File: config.mk
export PLATFORM = sky130hd
export DESIGN_NAME = tssd_top
export DESIGN_NICKNAME = d
export VERILOG_FILES = /design/src/core/tssd_pkg.sv /design/src/core/tssd_top.sv
export SDC_FILE = /design/constraint.sdc
export NUM_CORES = 1
export LEC_CHECK = 0
export BUFFER_PORTS_ARGS = -buffer_cell sky130_fd_sc_hd__buf_2
export CAP_MARGIN = 20
export CORE_ASPECT_RATIO = 0.5
export CORE_MARGIN = 5
export CORE_UTILIZATION = 45
export DETAILED_ROUTE_END_ITERATION = 8
export GPL_ROUTABILITY_DRIVEN = 0
export GPL_TIMING_DRIVEN = 0
export PLACE_DENSITY = 0.62
export SETUP_SLACK_MARGIN = 0.5
export SLEW_MARGIN = 15
export SYNTH_ARGS = -nofsm -noshare
export SYNTH_HDL_FRONTEND = slang
export SYNTH_SLANG_ARGS = --single-unit
File: constraint.sdc
create_clock -name sys_clk -period 16.2 [get_ports sys_clk]
set_input_delay 0.81 -clock sys_clk [delete_from_list [all_inputs] [get_ports sys_clk]]
set_output_delay 0.81 -clock sys_clk [all_outputs]
set_load 0.01 [all_outputs]
File: src/core/tssd_pkg.sv
// constants, types and register map of the trigger sequencer step decoder
// assumes a 16-bit register file behind a 32-bit AXI4-Lite slave
package tssd_pkg;

    // ****************************************
    // widths
    // ****************************************
    localparam int unsigned DATA_W = 16;
    localparam int unsigned PROG_DEPTH = 16;
    localparam int unsigned PTR_W = 4;
    localparam int unsigned LIM_COUNT = 6;
    localparam int unsigned ADDR_W = 8;
    localparam int unsigned TRIG_W = 16;

    // ****************************************
    // step command layout and codes
    // ****************************************
    typedef struct packed {
        logic [3:0] cmd;
        logic [3:0] opt;
    } tssd_step_t;

    localparam logic [3:0] CMD_CONTROL = 4'h0;
    localparam logic [3:0] CMD_LIMIT = 4'h1;

    localparam logic [3:0] OPT_SD_OFF = 4'h2;
    localparam logic [3:0] OPT_SD_ON = 4'h6;
    localparam logic [3:0] OPT_WAIT_T0 = 4'h8;
    localparam logic [3:0] OPT_WAIT_T1 = 4'h9;
    localparam logic [3:0] OPT_WAIT_SWT = 4'hb;
    localparam logic [3:0] OPT_CHS_C0 = 4'hc;
    localparam logic [3:0] OPT_CHS_C1 = 4'hd;
    localparam logic [3:0] OPT_CHS_L0 = 4'he;
    localparam logic [3:0] OPT_BCAST = 4'hf;
    localparam logic [3:0] OPT_ADD_LAST = 4'h5;
    localparam logic [3:0] OPT_COPY_FIRST = 4'h8;
    localparam logic [3:0] OPT_COPY_LAST = 4'hd;

    // index of each limit target, add/copy order
    localparam logic [2:0] LIM_C0 = 3'h0;
    localparam logic [2:0] LIM_C1 = 3'h1;
    localparam logic [2:0] LIM_T0 = 3'h2;
    localparam logic [2:0] LIM_T1 = 3'h3;
    localparam logic [2:0] LIM_SD = 3'h4;
    localparam logic [2:0] LIM_L0 = 3'h5;

    // ****************************************
    // register map (byte addresses)
    // ****************************************
    localparam logic [7:0] ADDR_CTRL = 8'h00;
    localparam logic [7:0] ADDR_STATUS = 8'h04;
    localparam logic [7:0] ADDR_ADJ = 8'h08;
    localparam logic [7:0] ADDR_HOLD = 8'h0c;
    localparam logic [7:0] ADDR_LIM0 = 8'h10;
    localparam logic [7:0] ADDR_LIM_LAST = 8'h24;
    localparam logic [7:0] ADDR_BTE = 8'h28;
    localparam logic [7:0] ADDR_CHSEL = 8'h2c;
    localparam logic [7:0] ADDR_CNT0 = 8'h30;
    localparam logic [7:0] ADDR_CNT1 = 8'h34;
    localparam logic [7:0] ADDR_PROG = 8'h40;

    localparam int unsigned CTRL_RUN_BIT = 0;
    localparam int unsigned CTRL_SDEN_BIT = 1;
    localparam int unsigned CTRL_SWT_BIT = 2;
    localparam int unsigned CTRL_RESTART_BIT = 3;

    localparam logic [15:0] RST_REG = 16'h0000;
    localparam logic [7:0] RST_STEP = 8'h00;

    localparam logic [1:0] RESP_OKAY = 2'b00;
    localparam logic [1:0] RESP_DECERR = 2'b11;

    // ****************************************
    // sequencer states and outputs
    // ****************************************
    typedef enum logic [2:0] {
        ST_IDLE = 3'b000,
        ST_EXEC = 3'b001,
        ST_WAIT_T0 = 3'b010,
        ST_WAIT_T1 = 3'b011,
        ST_WAIT_SWT = 3'b100,
        ST_DELAY = 3'b101
    } tssd_state_t;

    typedef struct packed {
        logic [DATA_W-1:0] chsel;
        logic [TRIG_W-1:0] trig;
    } tssd_out_t;

endpackage

File: src/core/tssd_top.sv
// trigger sequencer step decoder: step program, limit registers, decoder
// assumes one 40 MHz clock, AXI4-Lite master, synchronous inputs
//
// The AXI4-Lite register port and the register offsets are this design's own decisions.
`timescale 1ns/1ps
module tssd_top
    import tssd_pkg::*;
(
    // clock and reset
    input wire logic sys_clk,
    input wire logic reset_n,
    // axi4-lite write address
    input wire logic [ADDR_W-1:0] s_axi_awaddr,
    input wire logic s_axi_awvalid,
    output logic s_axi_awready,
    // axi4-lite write data
    input wire logic [31:0] s_axi_wdata,
    input wire logic [3:0] s_axi_wstrb,
    input wire logic s_axi_wvalid,
    output logic s_axi_wready,
    // axi4-lite write response
    output logic [1:0] s_axi_bresp,
    output logic s_axi_bvalid,
    input wire logic s_axi_bready,
    // axi4-lite read address
    input wire logic [ADDR_W-1:0] s_axi_araddr,
    input wire logic s_axi_arvalid,
    output logic s_axi_arready,
    // axi4-lite read data
    output logic [31:0] s_axi_rdata,
    output logic [1:0] s_axi_rresp,
    output logic s_axi_rvalid,
    input wire logic s_axi_rready,
    // converter and trigger consumers
    output tssd_out_t conv_out,
    output logic seq_busy
);

    // ****************************************
    // reset release
    // ****************************************
    logic rst_meta;
    logic rst_n;

    always_ff @(posedge sys_clk or negedge reset_n) begin
        if (!reset_n) begin
            rst_meta <= 1'b0;
            rst_n <= 1'b0;
        end else begin
            rst_meta <= 1'b1;
            rst_n <= rst_meta;
        end
    end

    // ****************************************
    // helpers
    // ****************************************
    function automatic logic addr_hit(input logic [ADDR_W-1:0] a);
        logic hit;
        hit = 1'b0;
        if (a[1:0] == 2'b00) begin
            if (a <= ADDR_CNT1) begin
                hit = 1'b1;
            end else if (a >= ADDR_PROG) begin
                hit = (a[7] == 1'b0);
            end
        end
        return hit;
    endfunction

    function automatic logic [DATA_W-1:0] merge16(
        input logic [DATA_W-1:0] old,
        input logic [DATA_W-1:0] d,
        input logic [1:0] be
    );
        logic [DATA_W-1:0] r;
        r = old;
        if (be[0]) begin
            r[7:0] = d[7:0];
        end
        if (be[1]) begin
            r[15:8] = d[15:8];
        end
        return r;
    endfunction

    // ****************************************
    // bus slave handshake
    // ****************************************
    logic aw_held, next_aw_held;
    logic w_held, next_w_held;
    logic [ADDR_W-1:0] waddr, next_waddr;
    logic [DATA_W-1:0] wdata, next_wdata;
    logic [1:0] wstrb, next_wstrb;
    logic bvalid, next_bvalid;
    logic [1:0] bresp, next_bresp;
    logic rvalid, next_rvalid;
    logic [31:0] rdata, next_rdata;
    logic [1:0] rresp, next_rresp;
    logic wr_go;
    logic [31:0] rd_mux;

    // register file and sequencer state
    tssd_state_t state, next_state;
    logic [PTR_W-1:0] ptr, next_ptr;
    logic run, next_run;
    logic sd_en, next_sd_en;
    logic swt, next_swt;
    logic swt_prev, next_swt_prev;
    logic [DATA_W-1:0] tmr, next_tmr;
    logic [DATA_W-1:0] lim [LIM_COUNT];
    logic [DATA_W-1:0] next_lim [LIM_COUNT];
    logic [DATA_W-1:0] adj, next_adj;
    logic [DATA_W-1:0] hold, next_hold;
    logic [DATA_W-1:0] bte, next_bte;
    logic [DATA_W-1:0] cnt0, next_cnt0;
    logic [DATA_W-1:0] cnt1, next_cnt1;
    logic [DATA_W-1:0] chsel, next_chsel;
    logic [TRIG_W-1:0] trig, next_trig;
    tssd_step_t prog [PROG_DEPTH];
    tssd_step_t next_prog [PROG_DEPTH];

    // write lands once address and data are both held
    assign wr_go = aw_held && w_held && !bvalid;

    assign s_axi_awready = !aw_held && !bvalid;
    assign s_axi_wready = !w_held && !bvalid;
    assign s_axi_bvalid = bvalid;
    assign s_axi_bresp = bresp;
    assign s_axi_arready = !rvalid;
    assign s_axi_rvalid = rvalid;
    assign s_axi_rdata = rdata;
    assign s_axi_rresp = rresp;

    always_comb begin
        rd_mux = 32'h0000_0000;
        if (s_axi_araddr >= ADDR_PROG) begin
            rd_mux[7:0] = prog[s_axi_araddr[5:2]];
        end else if (s_axi_araddr >= ADDR_LIM0
                && s_axi_araddr <= ADDR_LIM_LAST) begin
            rd_mux[15:0] = lim[3'((s_axi_araddr - ADDR_LIM0) >> 2)];
        end else begin
            case (s_axi_araddr)
                ADDR_CTRL: begin
                    rd_mux[CTRL_RUN_BIT] = run;
                    rd_mux[CTRL_SDEN_BIT] = sd_en;
                    rd_mux[CTRL_SWT_BIT] = swt;
                end
                ADDR_STATUS: rd_mux[7:0] = {state, ptr, seq_busy};
                ADDR_ADJ: rd_mux[15:0] = adj;
                ADDR_HOLD: rd_mux[15:0] = hold;
                ADDR_BTE: rd_mux[15:0] = bte;
                ADDR_CHSEL: rd_mux[15:0] = chsel;
                ADDR_CNT0: rd_mux[15:0] = cnt0;
                ADDR_CNT1: rd_mux[15:0] = cnt1;
                default: rd_mux = 32'h0000_0000;
            endcase
        end
    end

    always_comb begin
        next_aw_held = aw_held;
        next_w_held = w_held;
        next_waddr = waddr;
        next_wdata = wdata;
        next_wstrb = wstrb;
        next_bvalid = bvalid;
        next_bresp = bresp;
        next_rvalid = rvalid;
        next_rdata = rdata;
        next_rresp = rresp;
        if (s_axi_awvalid && s_axi_awready) begin
            next_aw_held = 1'b1;
            next_waddr = s_axi_awaddr;
        end
        if (s_axi_wvalid && s_axi_wready) begin
            next_w_held = 1'b1;
            next_wdata = s_axi_wdata[15:0];
            next_wstrb = s_axi_wstrb[1:0];
        end
        if (wr_go) begin
            next_aw_held = 1'b0;
            next_w_held = 1'b0;
            next_bvalid = 1'b1;
            next_bresp = addr_hit(waddr) ? RESP_OKAY : RESP_DECERR;
        end else if (bvalid && s_axi_bready) begin
            next_bvalid = 1'b0;
        end
        if (s_axi_arvalid && s_axi_arready) begin
            next_rvalid = 1'b1;
            // refused reads return zero, not a stale program word
            next_rdata = addr_hit(s_axi_araddr) ? rd_mux : 32'h0000_0000;
            next_rresp = addr_hit(s_axi_araddr) ? RESP_OKAY : RESP_DECERR;
        end else if (rvalid && s_axi_rready) begin
            next_rvalid = 1'b0;
        end
    end

    always_ff @(posedge sys_clk or negedge rst_n) begin
        if (!rst_n) begin
            aw_held <= 1'b0;
            w_held <= 1'b0;
            waddr <= '0;
            wdata <= RST_REG;
            wstrb <= 2'b00;
            bvalid <= 1'b0;
            bresp <= RESP_OKAY;
            rvalid <= 1'b0;
            rdata <= 32'h0000_0000;
            rresp <= RESP_OKAY;
        end else begin
            aw_held <= next_aw_held;
            w_held <= next_w_held;
            waddr <= next_waddr;
            wdata <= next_wdata;
            wstrb <= next_wstrb;
            bvalid <= next_bvalid;
            bresp <= next_bresp;
            rvalid <= next_rvalid;
            rdata <= next_rdata;
            rresp <= next_rresp;
        end
    end

    // ****************************************
    // register file and step decoder
    // ****************************************
    assign seq_busy = (state != ST_IDLE);
    assign conv_out.chsel = chsel;
    assign conv_out.trig = trig;

    always_comb begin
        tssd_step_t step;
        logic done;
        logic [2:0] sel;
        step = prog[ptr];
        done = 1'b0;
        sel = 3'h0;
        next_state = state;
        next_ptr = ptr;
        next_run = run;
        next_sd_en = sd_en;
        next_swt = swt;
        next_swt_prev = swt;
        next_tmr = tmr;
        next_lim = lim;
        next_adj = adj;
        next_hold = hold;
        next_bte = bte;
        next_cnt0 = cnt0;
        next_cnt1 = cnt1;
        next_chsel = chsel;
        next_trig = '0;
        next_prog = prog;

        // software writes first; the step decoder overrides below
        if (wr_go && addr_hit(waddr)) begin
            if (waddr >= ADDR_PROG) begin
                if (wstrb[0]) begin
                    next_prog[waddr[5:2]] = wdata[7:0];
                end
            end else if (waddr >= ADDR_LIM0 && waddr <= ADDR_LIM_LAST) begin
                sel = 3'((waddr - ADDR_LIM0) >> 2);
                next_lim[sel] = merge16(lim[sel], wdata, wstrb);
            end else begin
                case (waddr)
                    ADDR_CTRL: begin
                        if (wstrb[0]) begin
                            next_run = wdata[CTRL_RUN_BIT];
                            next_sd_en = wdata[CTRL_SDEN_BIT];
                            next_swt = wdata[CTRL_SWT_BIT];
                            if (wdata[CTRL_RESTART_BIT]) begin
                                next_ptr = '0;
                            end
                        end
                    end
                    ADDR_ADJ: next_adj = merge16(adj, wdata, wstrb);
                    ADDR_HOLD: next_hold = merge16(hold, wdata, wstrb);
                    ADDR_BTE: next_bte = merge16(bte, wdata, wstrb);
                    ADDR_CNT0: next_cnt0 = merge16(cnt0, wdata, wstrb);
                    ADDR_CNT1: next_cnt1 = merge16(cnt1, wdata, wstrb);
                    default: next_adj = adj;
                endcase
            end
        end

        case (state)
            ST_IDLE: begin
                if (run) begin
                    next_state = ST_EXEC;
                end
            end
            ST_EXEC: begin
                done = 1'b1;
                case (step.cmd)
                    CMD_CONTROL: begin
                        case (step.opt)
                            OPT_SD_OFF: next_sd_en = 1'b0;
                            OPT_SD_ON: next_sd_en = 1'b1;
                            OPT_WAIT_T0: begin
                                next_tmr = '0;
                                next_state = ST_WAIT_T0;
                                done = 1'b0;
                            end
                            OPT_WAIT_T1: begin
                                next_tmr = '0;
                                next_state = ST_WAIT_T1;
                                done = 1'b0;
                            end
                            OPT_WAIT_SWT: begin
                                next_state = ST_WAIT_SWT;
                                done = 1'b0;
                            end
                            OPT_CHS_C0: next_chsel = cnt0;
                            OPT_CHS_C1: next_chsel = cnt1;
                            OPT_CHS_L0: next_chsel = lim[LIM_L0];
                            OPT_BCAST: next_trig = bte;
                            default: next_trig = '0;
                        endcase
                    end
                    CMD_LIMIT: begin
                        // low nibble splits add from copy
                        if (step.opt <= OPT_ADD_LAST) begin
                            sel = step.opt[2:0];
                            next_lim[sel] = lim[sel] + adj;
                        end else if (step.opt >= OPT_COPY_FIRST
                                && step.opt <= OPT_COPY_LAST) begin
                            sel = 3'(step.opt - OPT_COPY_FIRST);
                            next_lim[sel] = hold;
                        end
                    end
                    default: next_trig = '0;
                endcase
            end
            ST_WAIT_T0: begin
                if (tmr == lim[LIM_T0]) begin
                    done = 1'b1;
                end else begin
                    next_tmr = tmr + 16'h0001;
                end
            end
            ST_WAIT_T1: begin
                if (tmr == lim[LIM_T1]) begin
                    done = 1'b1;
                end else begin
                    next_tmr = tmr + 16'h0001;
                end
            end
            ST_WAIT_SWT: begin
                // only a fresh rising edge counts, a held 1 does not
                if (swt && !swt_prev) begin
                    done = 1'b1;
                end
            end
            ST_DELAY: begin
                if (tmr == lim[LIM_SD]) begin
                    next_state = ST_EXEC;
                end else begin
                    next_tmr = tmr + 16'h0001;
                end
            end
            default: next_state = ST_IDLE;
        endcase

        // a finished step advances; delay inserted when enabled
        if (done) begin
            next_ptr = ptr + 4'h1;
            next_tmr = '0;
            next_state = next_sd_en ? ST_DELAY : ST_EXEC;
        end
        if (!run) begin
            next_state = ST_IDLE;
        end
    end

    always_ff @(posedge sys_clk or negedge rst_n) begin
        if (!rst_n) begin
            state <= ST_IDLE;
            ptr <= '0;
            run <= 1'b0;
            sd_en <= 1'b0;
            swt <= 1'b0;
            swt_prev <= 1'b0;
            tmr <= RST_REG;
            adj <= RST_REG;
            hold <= RST_REG;
            bte <= RST_REG;
            cnt0 <= RST_REG;
            cnt1 <= RST_REG;
            chsel <= RST_REG;
            trig <= '0;
            for (int i = 0; i < LIM_COUNT; i++) begin
                lim[i] <= RST_REG;
            end
            for (int i = 0; i < PROG_DEPTH; i++) begin
                prog[i] <= RST_STEP;
            end
        end else begin
            state <= next_state;
            ptr <= next_ptr;
            run <= next_run;
            sd_en <= next_sd_en;
            swt <= next_swt;
            swt_prev <= next_swt_prev;
            tmr <= next_tmr;
            adj <= next_adj;
            hold <= next_hold;
            bte <= next_bte;
            cnt0 <= next_cnt0;
            cnt1 <= next_cnt1;
            chsel <= next_chsel;
            trig <= next_trig;
            lim <= next_lim;
            prog <= next_prog;
        end
    end

endmodule

==> flow_summary.ini, run 1 <==
[cts]
cts_htree_levels = 2
cts_buffer_depth = 3
clkLatencyLatePin_ns = 0.58
clock-sinks = 413
cts_tree = done
cts_root_buf = clkbuf_16
cts_buffers = 42
cts_setup_buffers = 0
path_clk_slew_ns = 0.07
holdBufCountCts = 0
ctsResizeCount = 0

[global_routing]
grt_max_degree = 61
gr-total-overflow = 0
grt_usage_pct = 31.9
grt_pass1_wl_um = 140000
antenna_found_initial = 0
first_global_vias = 21000

[floorplan]
die_area_um2 = 58800
die_y_um = 174
boundaryPins = 133
start_util_pct = 45.2
die_x_um = 338
coreArea_um2 = 53500
rows = 60

[drt]
wl_met2_um = 39400
wl_met1_um = 37400
viasPerCell = 6.71
initialDrtViolationCount = 3425
vias = 21500
top_layer = met4
first_pass_iters = 7
drt_wl_total_um = 95600
ant_nets = 0
route.met3.wl_um = 12700
drc = 0
routedWlPerCell_um = 29.9

[critical_path]
crit_required_ns = 16.62
start_kind = flip-flop
arrival_ns = 7.96
cp-end-kind = flip-flop
path_max_fanout = 10
worst-r2r-setup-slack_ns = 8.66
path_class = flip-flop to flip-flop

[timing]
tightest_slew_ns = 1.27
period_share_pct = 46.5
final_hold_viol_count = 0
max_slew_margin_pct = 15.3
layout_setup_ws_ns = 8.66
setup-tns-final_ns = 0
fin_skew_ns = 0.0295
period_needed_ns = 7.54
clock.fmax_mhz = 133
slew_viol_final = 0
rsz0062_at_grt = no
setup_viol = 0

[worst_hold_path]
hold_class = input port to asynchronous set/reset pin

[layout]
drive_gt1_share_pct = 23.3
nFillCells = 4869
layout.nets = 2536
diodes = 0
area_growth_syn_to_layout_pct = 13.6

[run]
cap_violations = 0

[logic_synthesis]
synth_edf_count = 0
ys_ff_latch = 413
synth_area_um2 = 24200
seq_area_frac_synth_pct = 42.7
yosysWarnings = 0
synth-main-ff-cell = dfrtp_1
post_synth.cell_area_avg_um2 = 10.6
synthesis.instances = 2277
synthArstFlopShare_pct = 100
synth.distinct_cells = 72

[pwr]
p_leak_uw = 0.0118
p_per_area_nw_per_um2 = 125
ir_worst_vdd_uv = 76.3

[place]
dp_hpwl_um = 69400
io_buffers = 98
dpl_worst_slack_ns = 9.12

[run_status]
status = finished clean
[cells in the mapped netlist (21+ instances only)]
| cell | instances | area (um^2) |
|---|---|---|
| dfrtp_1 | 413 | 10300 |
| nand2_1 | 239 | 897 |
| mux2_2 | 212 | 2390 |
| o21ai_0 | 192 | 961 |
| mux2i_1 | 140 | 1400 |
| clkbuf_1 | 125 | 469 |
| nor2_1 | 104 | 390 |
| mux4_2 | 100 | 2250 |
| a21oi_1 | 94 | 470 |
| a22oi_1 | 74 | 556 |
| o22ai_1 | 63 | 394 |
| xnor2_1 | 56 | 490 |
| nand3_1 | 39 | 195 |
| a221oi_1 | 32 | 280 |
| inv_1 | 29 | 109 |
| nor3_1 | 26 | 130 |
| and2_1 | 24 | 150 |
| a22o_1 | 23 | 201 |
| buf_1 | 23 | 86.3 |
| ha_1 | 21 | 263 |
[power breakdown]
group	total (uW)	leakage (uW)	internal (uW)	switching, uW
logic	1140	0.00582	372	765
registers	1250	0.00530	1130	114
clock network	1070	0.000725	616	451
total	3450	0.0118	2120	1330
[final cells by class]
| type | count | area (um^2) | area share (%) |
|---|---|---|---|
| plain buffers | 190 | 832 | 3.02 |
| well taps | 713 | 892 | 3.24 |
| clock buffers | 59 | 1250 | 4.53 |
| multi-input cells | 1658 | 13000 | 47.4 |
| flip-flops and latches | 413 | 10300 | 37.6 |
| clock inverters | 16 | 211 | 0.769 |
| repair buffers | 119 | 836 | 3.04 |
| inverters | 31 | 116 | 0.423 |
[placed cells by master (no fill, tap or decap), types with 9 or more instances in the layout]
cell type	n
clkbuf_16	43
nor3_2	10
nand2b_1	13
ha_1	21
inv_1	29
o22ai_1	63
nor2b_1	18
xnor2_1	56
nor2_1	104
clkbuf_8	11
buf_1	23
o21ai_0	192
mux2i_1	140
o211ai_1	9
a22oi_1	74
a211oi_1	10
clkbuf_1	130
dfrtp_1	412
o21ai_1	14
conb_1	17
a221oi_1	32
o221ai_1	10
and3_1	19
clkinv_2	9
nand4_1	17
a22o_1	23
mux2_2	212
nand2_1	239
buf_4	22
buf_6	9
mux4_2	100
a21oi_1	94
a31oi_1	9
buf_2	118
and2_1	24
nor3_1	20
nand3_1	39
[path summary, 6_finish.rpt]
check	startpoint	endpoint	cells after the start
max in group asynchronous	rst_n	wdata[12]	3
hold / removal	reset_n	rst_n	1
setup reg to reg	ptr[3]	lim[63]	19
min in group sys_clk	rst_meta	rst_n	0
setup / recovery	ptr[3]	lim[63]	19
hold reg to reg	rst_n	prog[117]	0
[state kept, by name, indices dropped and copies added, names as in the netlist, 2 cells and up]
name,flops
adj,16
bte,16
chsel,16
cnt0,16
cnt1,16
hold,16
lim,96
prog,128
ptr,4
s_axi_rdata,16
state,3
tmr,16
trig,16
waddr,8
wdata,16
wstrb,2
[cells by family after synthesis]
logic type	count (synthesis)	synth area share (%)
buffers and inverters	221	3.92
other	2	0.0310
adder cells (fa/ha/maj)	22	1.17
flip-flops	413	42.7
AO/OA/AOI/OAI	562	14.5
AND/OR/NAND/NOR	542	10.4
XOR/XNOR	62	2.27
multiplexers	453	25.0
[critical path: stages, from the launching register on]
cell	delay, ns
dfrtp_1	0.32
clkbuf_1	0.52
inv_1	0.37
mux2i_1	0.46
clkbuf_1	0.45
clkbuf_1	0.69
buf_1	0.90
mux2i_1	0.29
nand2_1	0.08
nand3_1	0.11
o21ai_0	0.17
ha_1	0.37
a211oi_1	0.37
o211ai_1	0.26
nand2_1	0.18
o21ai_0	0.18
o41ai_1	0.58
o21ai_0	0.37
xnor2_2	0.28
a221oi_1	0.46
[metrics by stage]
step | power (uW) | instances | area (um^2) | hold WS [ns] | utilization [%]
after floorplan | 1920 | 2292 | 24300 | 0.331 | -
after global placement | 2320 | 3103 | 25700 | 0.337 | 47.9
after detailed placement | 2350 | 3120 | 26000 | 0.289 | 48.6
after CTS | 3400 | 3195 | 27500 | 0.0119 | 51.3
after global routing | 3560 | 3199 | 27500 | 0.0157 | 51.4
final | 3450 | 3199 | 27500 | 0.0283 | 51.4
[layer usage]
| metal | vias up | track usage (%) |
|---|---|---|
| li1 | 8806 | - |
| met1 | 10700 | 43.6 |
| met2 | 1634 | 45.3 |
| met3 | 375 | 10.9 |
| met4 | 0 | 15.9 |
| met5 | - | 0 |
(Power assumes the default switching activity.)
==> run 2: changes to the inputs <==
PLACE_DENSITY = 0.64   (was 0.62)
clock period = 6.3 ns   (was 16.2 ns; I/O delays follow)
==> run 2 against run 1 <==
  * Clock-buffer cell count increased by 6
  * Combinational power grew to 2.6 times the previous value
  * Worst hold slack worse by 0.024 ns
  * Die area stayed put
  * Worst setup slack lost 8.2 ns
  * Critical path type unchanged
  * Register-to-register slack got worse by 8.2 ns
  * Clock power is 140% higher
  * Sequential share of layout area shrank 0.32 points
  * Non-clock buffer count is 25 higher
  * Sequential power rose to 2.6 times the previous value
  * Critical endpoint unchanged
  * Clock skew decreased by 0.0032 ns
  * Via count rose by 0.82%
==> flow_summary.ini, run 2 (same netlist as run 1, synthesis figures left out) <==
[run_status]
status = finished clean

[drt]
vias = 21600
drc = 0
ant_nets = 0
first_pass_iters = 9
initialDrtViolationCount = 3104
drt_wl_total_um = 94200
routedWlPerCell_um = 29.3
viasPerCell = 6.72

[critical_path]
path_buf_inv = 4
crit_top_cell = o21ai_0
cpLargestDelayFamily = compound AO/OA/AOI/OAI gates
arrival_ns = 6.23
crit_required_ns = 6.72
max_stage_delay_ns = 0.49
path_max_fanout = 10
start_kind = flip-flop
cp_slowest_cell = dfrtp_1
critical_path.cell_chain = clkbuf_4 -> buf_4 -> mux4_2 -> mux2i_1 -> mux2_2 -> buf_2 -> clkbuf_2 -> nand3_1 -> o21ai_1 -> ha_1 -> a211oi_1 -> o211ai_1 -> nand2_1 -> o21ai_0 -> o41ai_2 -> o21ai_0 -> xnor2_2 -> a221oi_1
cp-end-kind = flip-flop
path_class = flip-flop to flip-flop

[place]
dp_hpwl_um = 68700
dpl_worst_slack_ns = -0.694
io_buffers = 98
place_inst = 3116

[timing]
layout_setup_ws_ns = 0.498
slew_viol_final = 0
period_needed_ns = 5.80
setup_viol = 0
rsz0062_at_grt = yes
period_share_pct = 92.1
tightest_slew_ns = 1.27
max_slew_margin_pct = 15.5
fin_skew_ns = 0.0263
clock.fmax_mhz = 172
final_hold_viol_count = 0
timing.hold.ws_ns = 0.00402
setup-tns-final_ns = 0

[floorplan]
die_area_um2 = 58800
coreArea_um2 = 53500
rows = 60
start_util_pct = 45.2
die_x_um = 338
die_y_um = 174
boundaryPins = 133

[pwr]
p_comb_share_pct = 33.8
p_per_area_nw_per_um2 = 314
seqPwrFrac_pct = 36.8
p_leak_uw = 0.0119
switchingPower_uw = 3360
clkPwrFrac_pct = 29.4
p_sw_share_pct = 38.5
p_int_uw = 5350
ir_worst_vdd_uv = 236

[cts]
cts_buffer_depth = 3
cts_root_buf = clkbuf_16
cts_htree_levels = 2
clock-sinks = 413
cts_buffers = 41
clkLatencyLatePin_ns = 0.57
path_clk_slew_ns = 0.07
cts_tree = done

[layout]
final_cell_mix = 412 x dfrtp_1, 238 x nand2_1, 212 x mux2_2, 191 x o21ai_0, 138 x mux2i_1
reg_top3 = prog: 128 flops, lim: 96 flops
largest_register = prog
diodes = 0
instances_no_fill = 3220
drive_gt1_share_pct = 23.5
largest_reg_flops = 128
area_growth_syn_to_layout_pct = 14.6
layout.nets = 2560
utilization_pct = 51.8
final_common_cell = dfrtp_1

[global_routing]
first_global_vias = 21200
grt_pass1_wl_um = 138000
grt_max_degree = 55
grt_usage_pct = 31.4
antenna_found_initial = 0
gr-total-overflow = 0

[worst_hold_path]
hold_class = input port to flip-flop

[run]
cap_violations = 0
## run 2: changes by cell type in the layout (fill, tap and decap cells not counted), moves of 3 or more
cell,previous run,this run
buf_1,23,17
buf_4,22,25
bufinv_16,5,2
clkbuf_2,1,4
clkbuf_4,0,5
clkinv_2,9,1
dlygate4sd3_1,0,25
## run 2: power groups by stage
| stage | Sequential [uW] | Combinational [uW] | Clock, uW |
|---|---|---|---|
| final | 3200 | 2940 | 2560 |
| after global routing | 3230 | 3070 | 2690 |
| after CTS | 3190 | 2810 | 2580 |
| after detailed placement | 3230 | 2780 | 0 |
| after global placement | 3270 | 2670 | 0 |
| after floorplan | 3160 | 1770 | 0 |
## run 2: area by class of cell
class / instances / area [um^2]
clock inverters: 6 / 98.8
fillers: 4788 / 25800
multi-input cells: 1658 / 13100
well taps: 713 / 892
plain buffers: 190 / 878
flip-flops and latches: 413 / 10300
clock buffers: 65 / 1270
inverters: 31 / 116
repair buffers: 144 / 1090
## run 2: path summary, 6_finish.rpt
kind / from / endpoint / slack, ns / depth (start not counted)
setup / recovery: ptr[2] / lim[63] / 0.50 / 18
hold / removal: s_axi_wstrb[1] / wstrb[1] / 0.004 / 2
setup reg to reg: ptr[2] / lim[63] / 0.50 / 18
hold reg to reg: rst_n / prog[109] / 0.26 / 0
max in group asynchronous: rst_n / trig[12] / 4.80 / 3
min in group asynchronous: reset_n / rst_n / 0.08 / 2
## run 2: per-stage QoR
| stage | area (um^2) | power (uW) |
|---|---|---|
| floorplan | 24300 | 4930 |
| global placement | 25700 | 5940 |
| detailed placement | 26000 | 6020 |
| CTS | 27600 | 8580 |
| global route | 27700 | 8990 |
| finish | 27700 | 8710 |
## run 2: layer usage
metal  vias up  track usage, %  share of wire [%]
met5         -               0                  0
met4         0            16.2                6.5
met3       380            10.3                 13
met2      1594            44.2                 41
met1     10800            43.2                 39
li1       8852               -                  -
## run 2: repair_timing
action	4_1_cts	5_1_grt
setup buffers	0	1
hold buffers	23	2
endpoints found under the setup margin	69	28
pin swaps	0	2
endpoints found under the hold margin	24	2
gates resized for setup	30	18
## run 2: worst reg2reg max path, stage by stage, from the launching register on
cell      delay [ns]
dfrtp_1         0.49
clkbuf_4        0.30
buf_4           0.25
mux4_2          0.34
mux2i_1         0.14
mux2_2          0.37
buf_2           0.41
clkbuf_2        0.40
nand3_1         0.14
o21ai_1         0.17
ha_1            0.29
a211oi_1        0.32
o211ai_1        0.24
nand2_1         0.18
o21ai_0         0.21
o41ai_2         0.44
o21ai_0         0.28
xnor2_2         0.26
a221oi_1        0.43
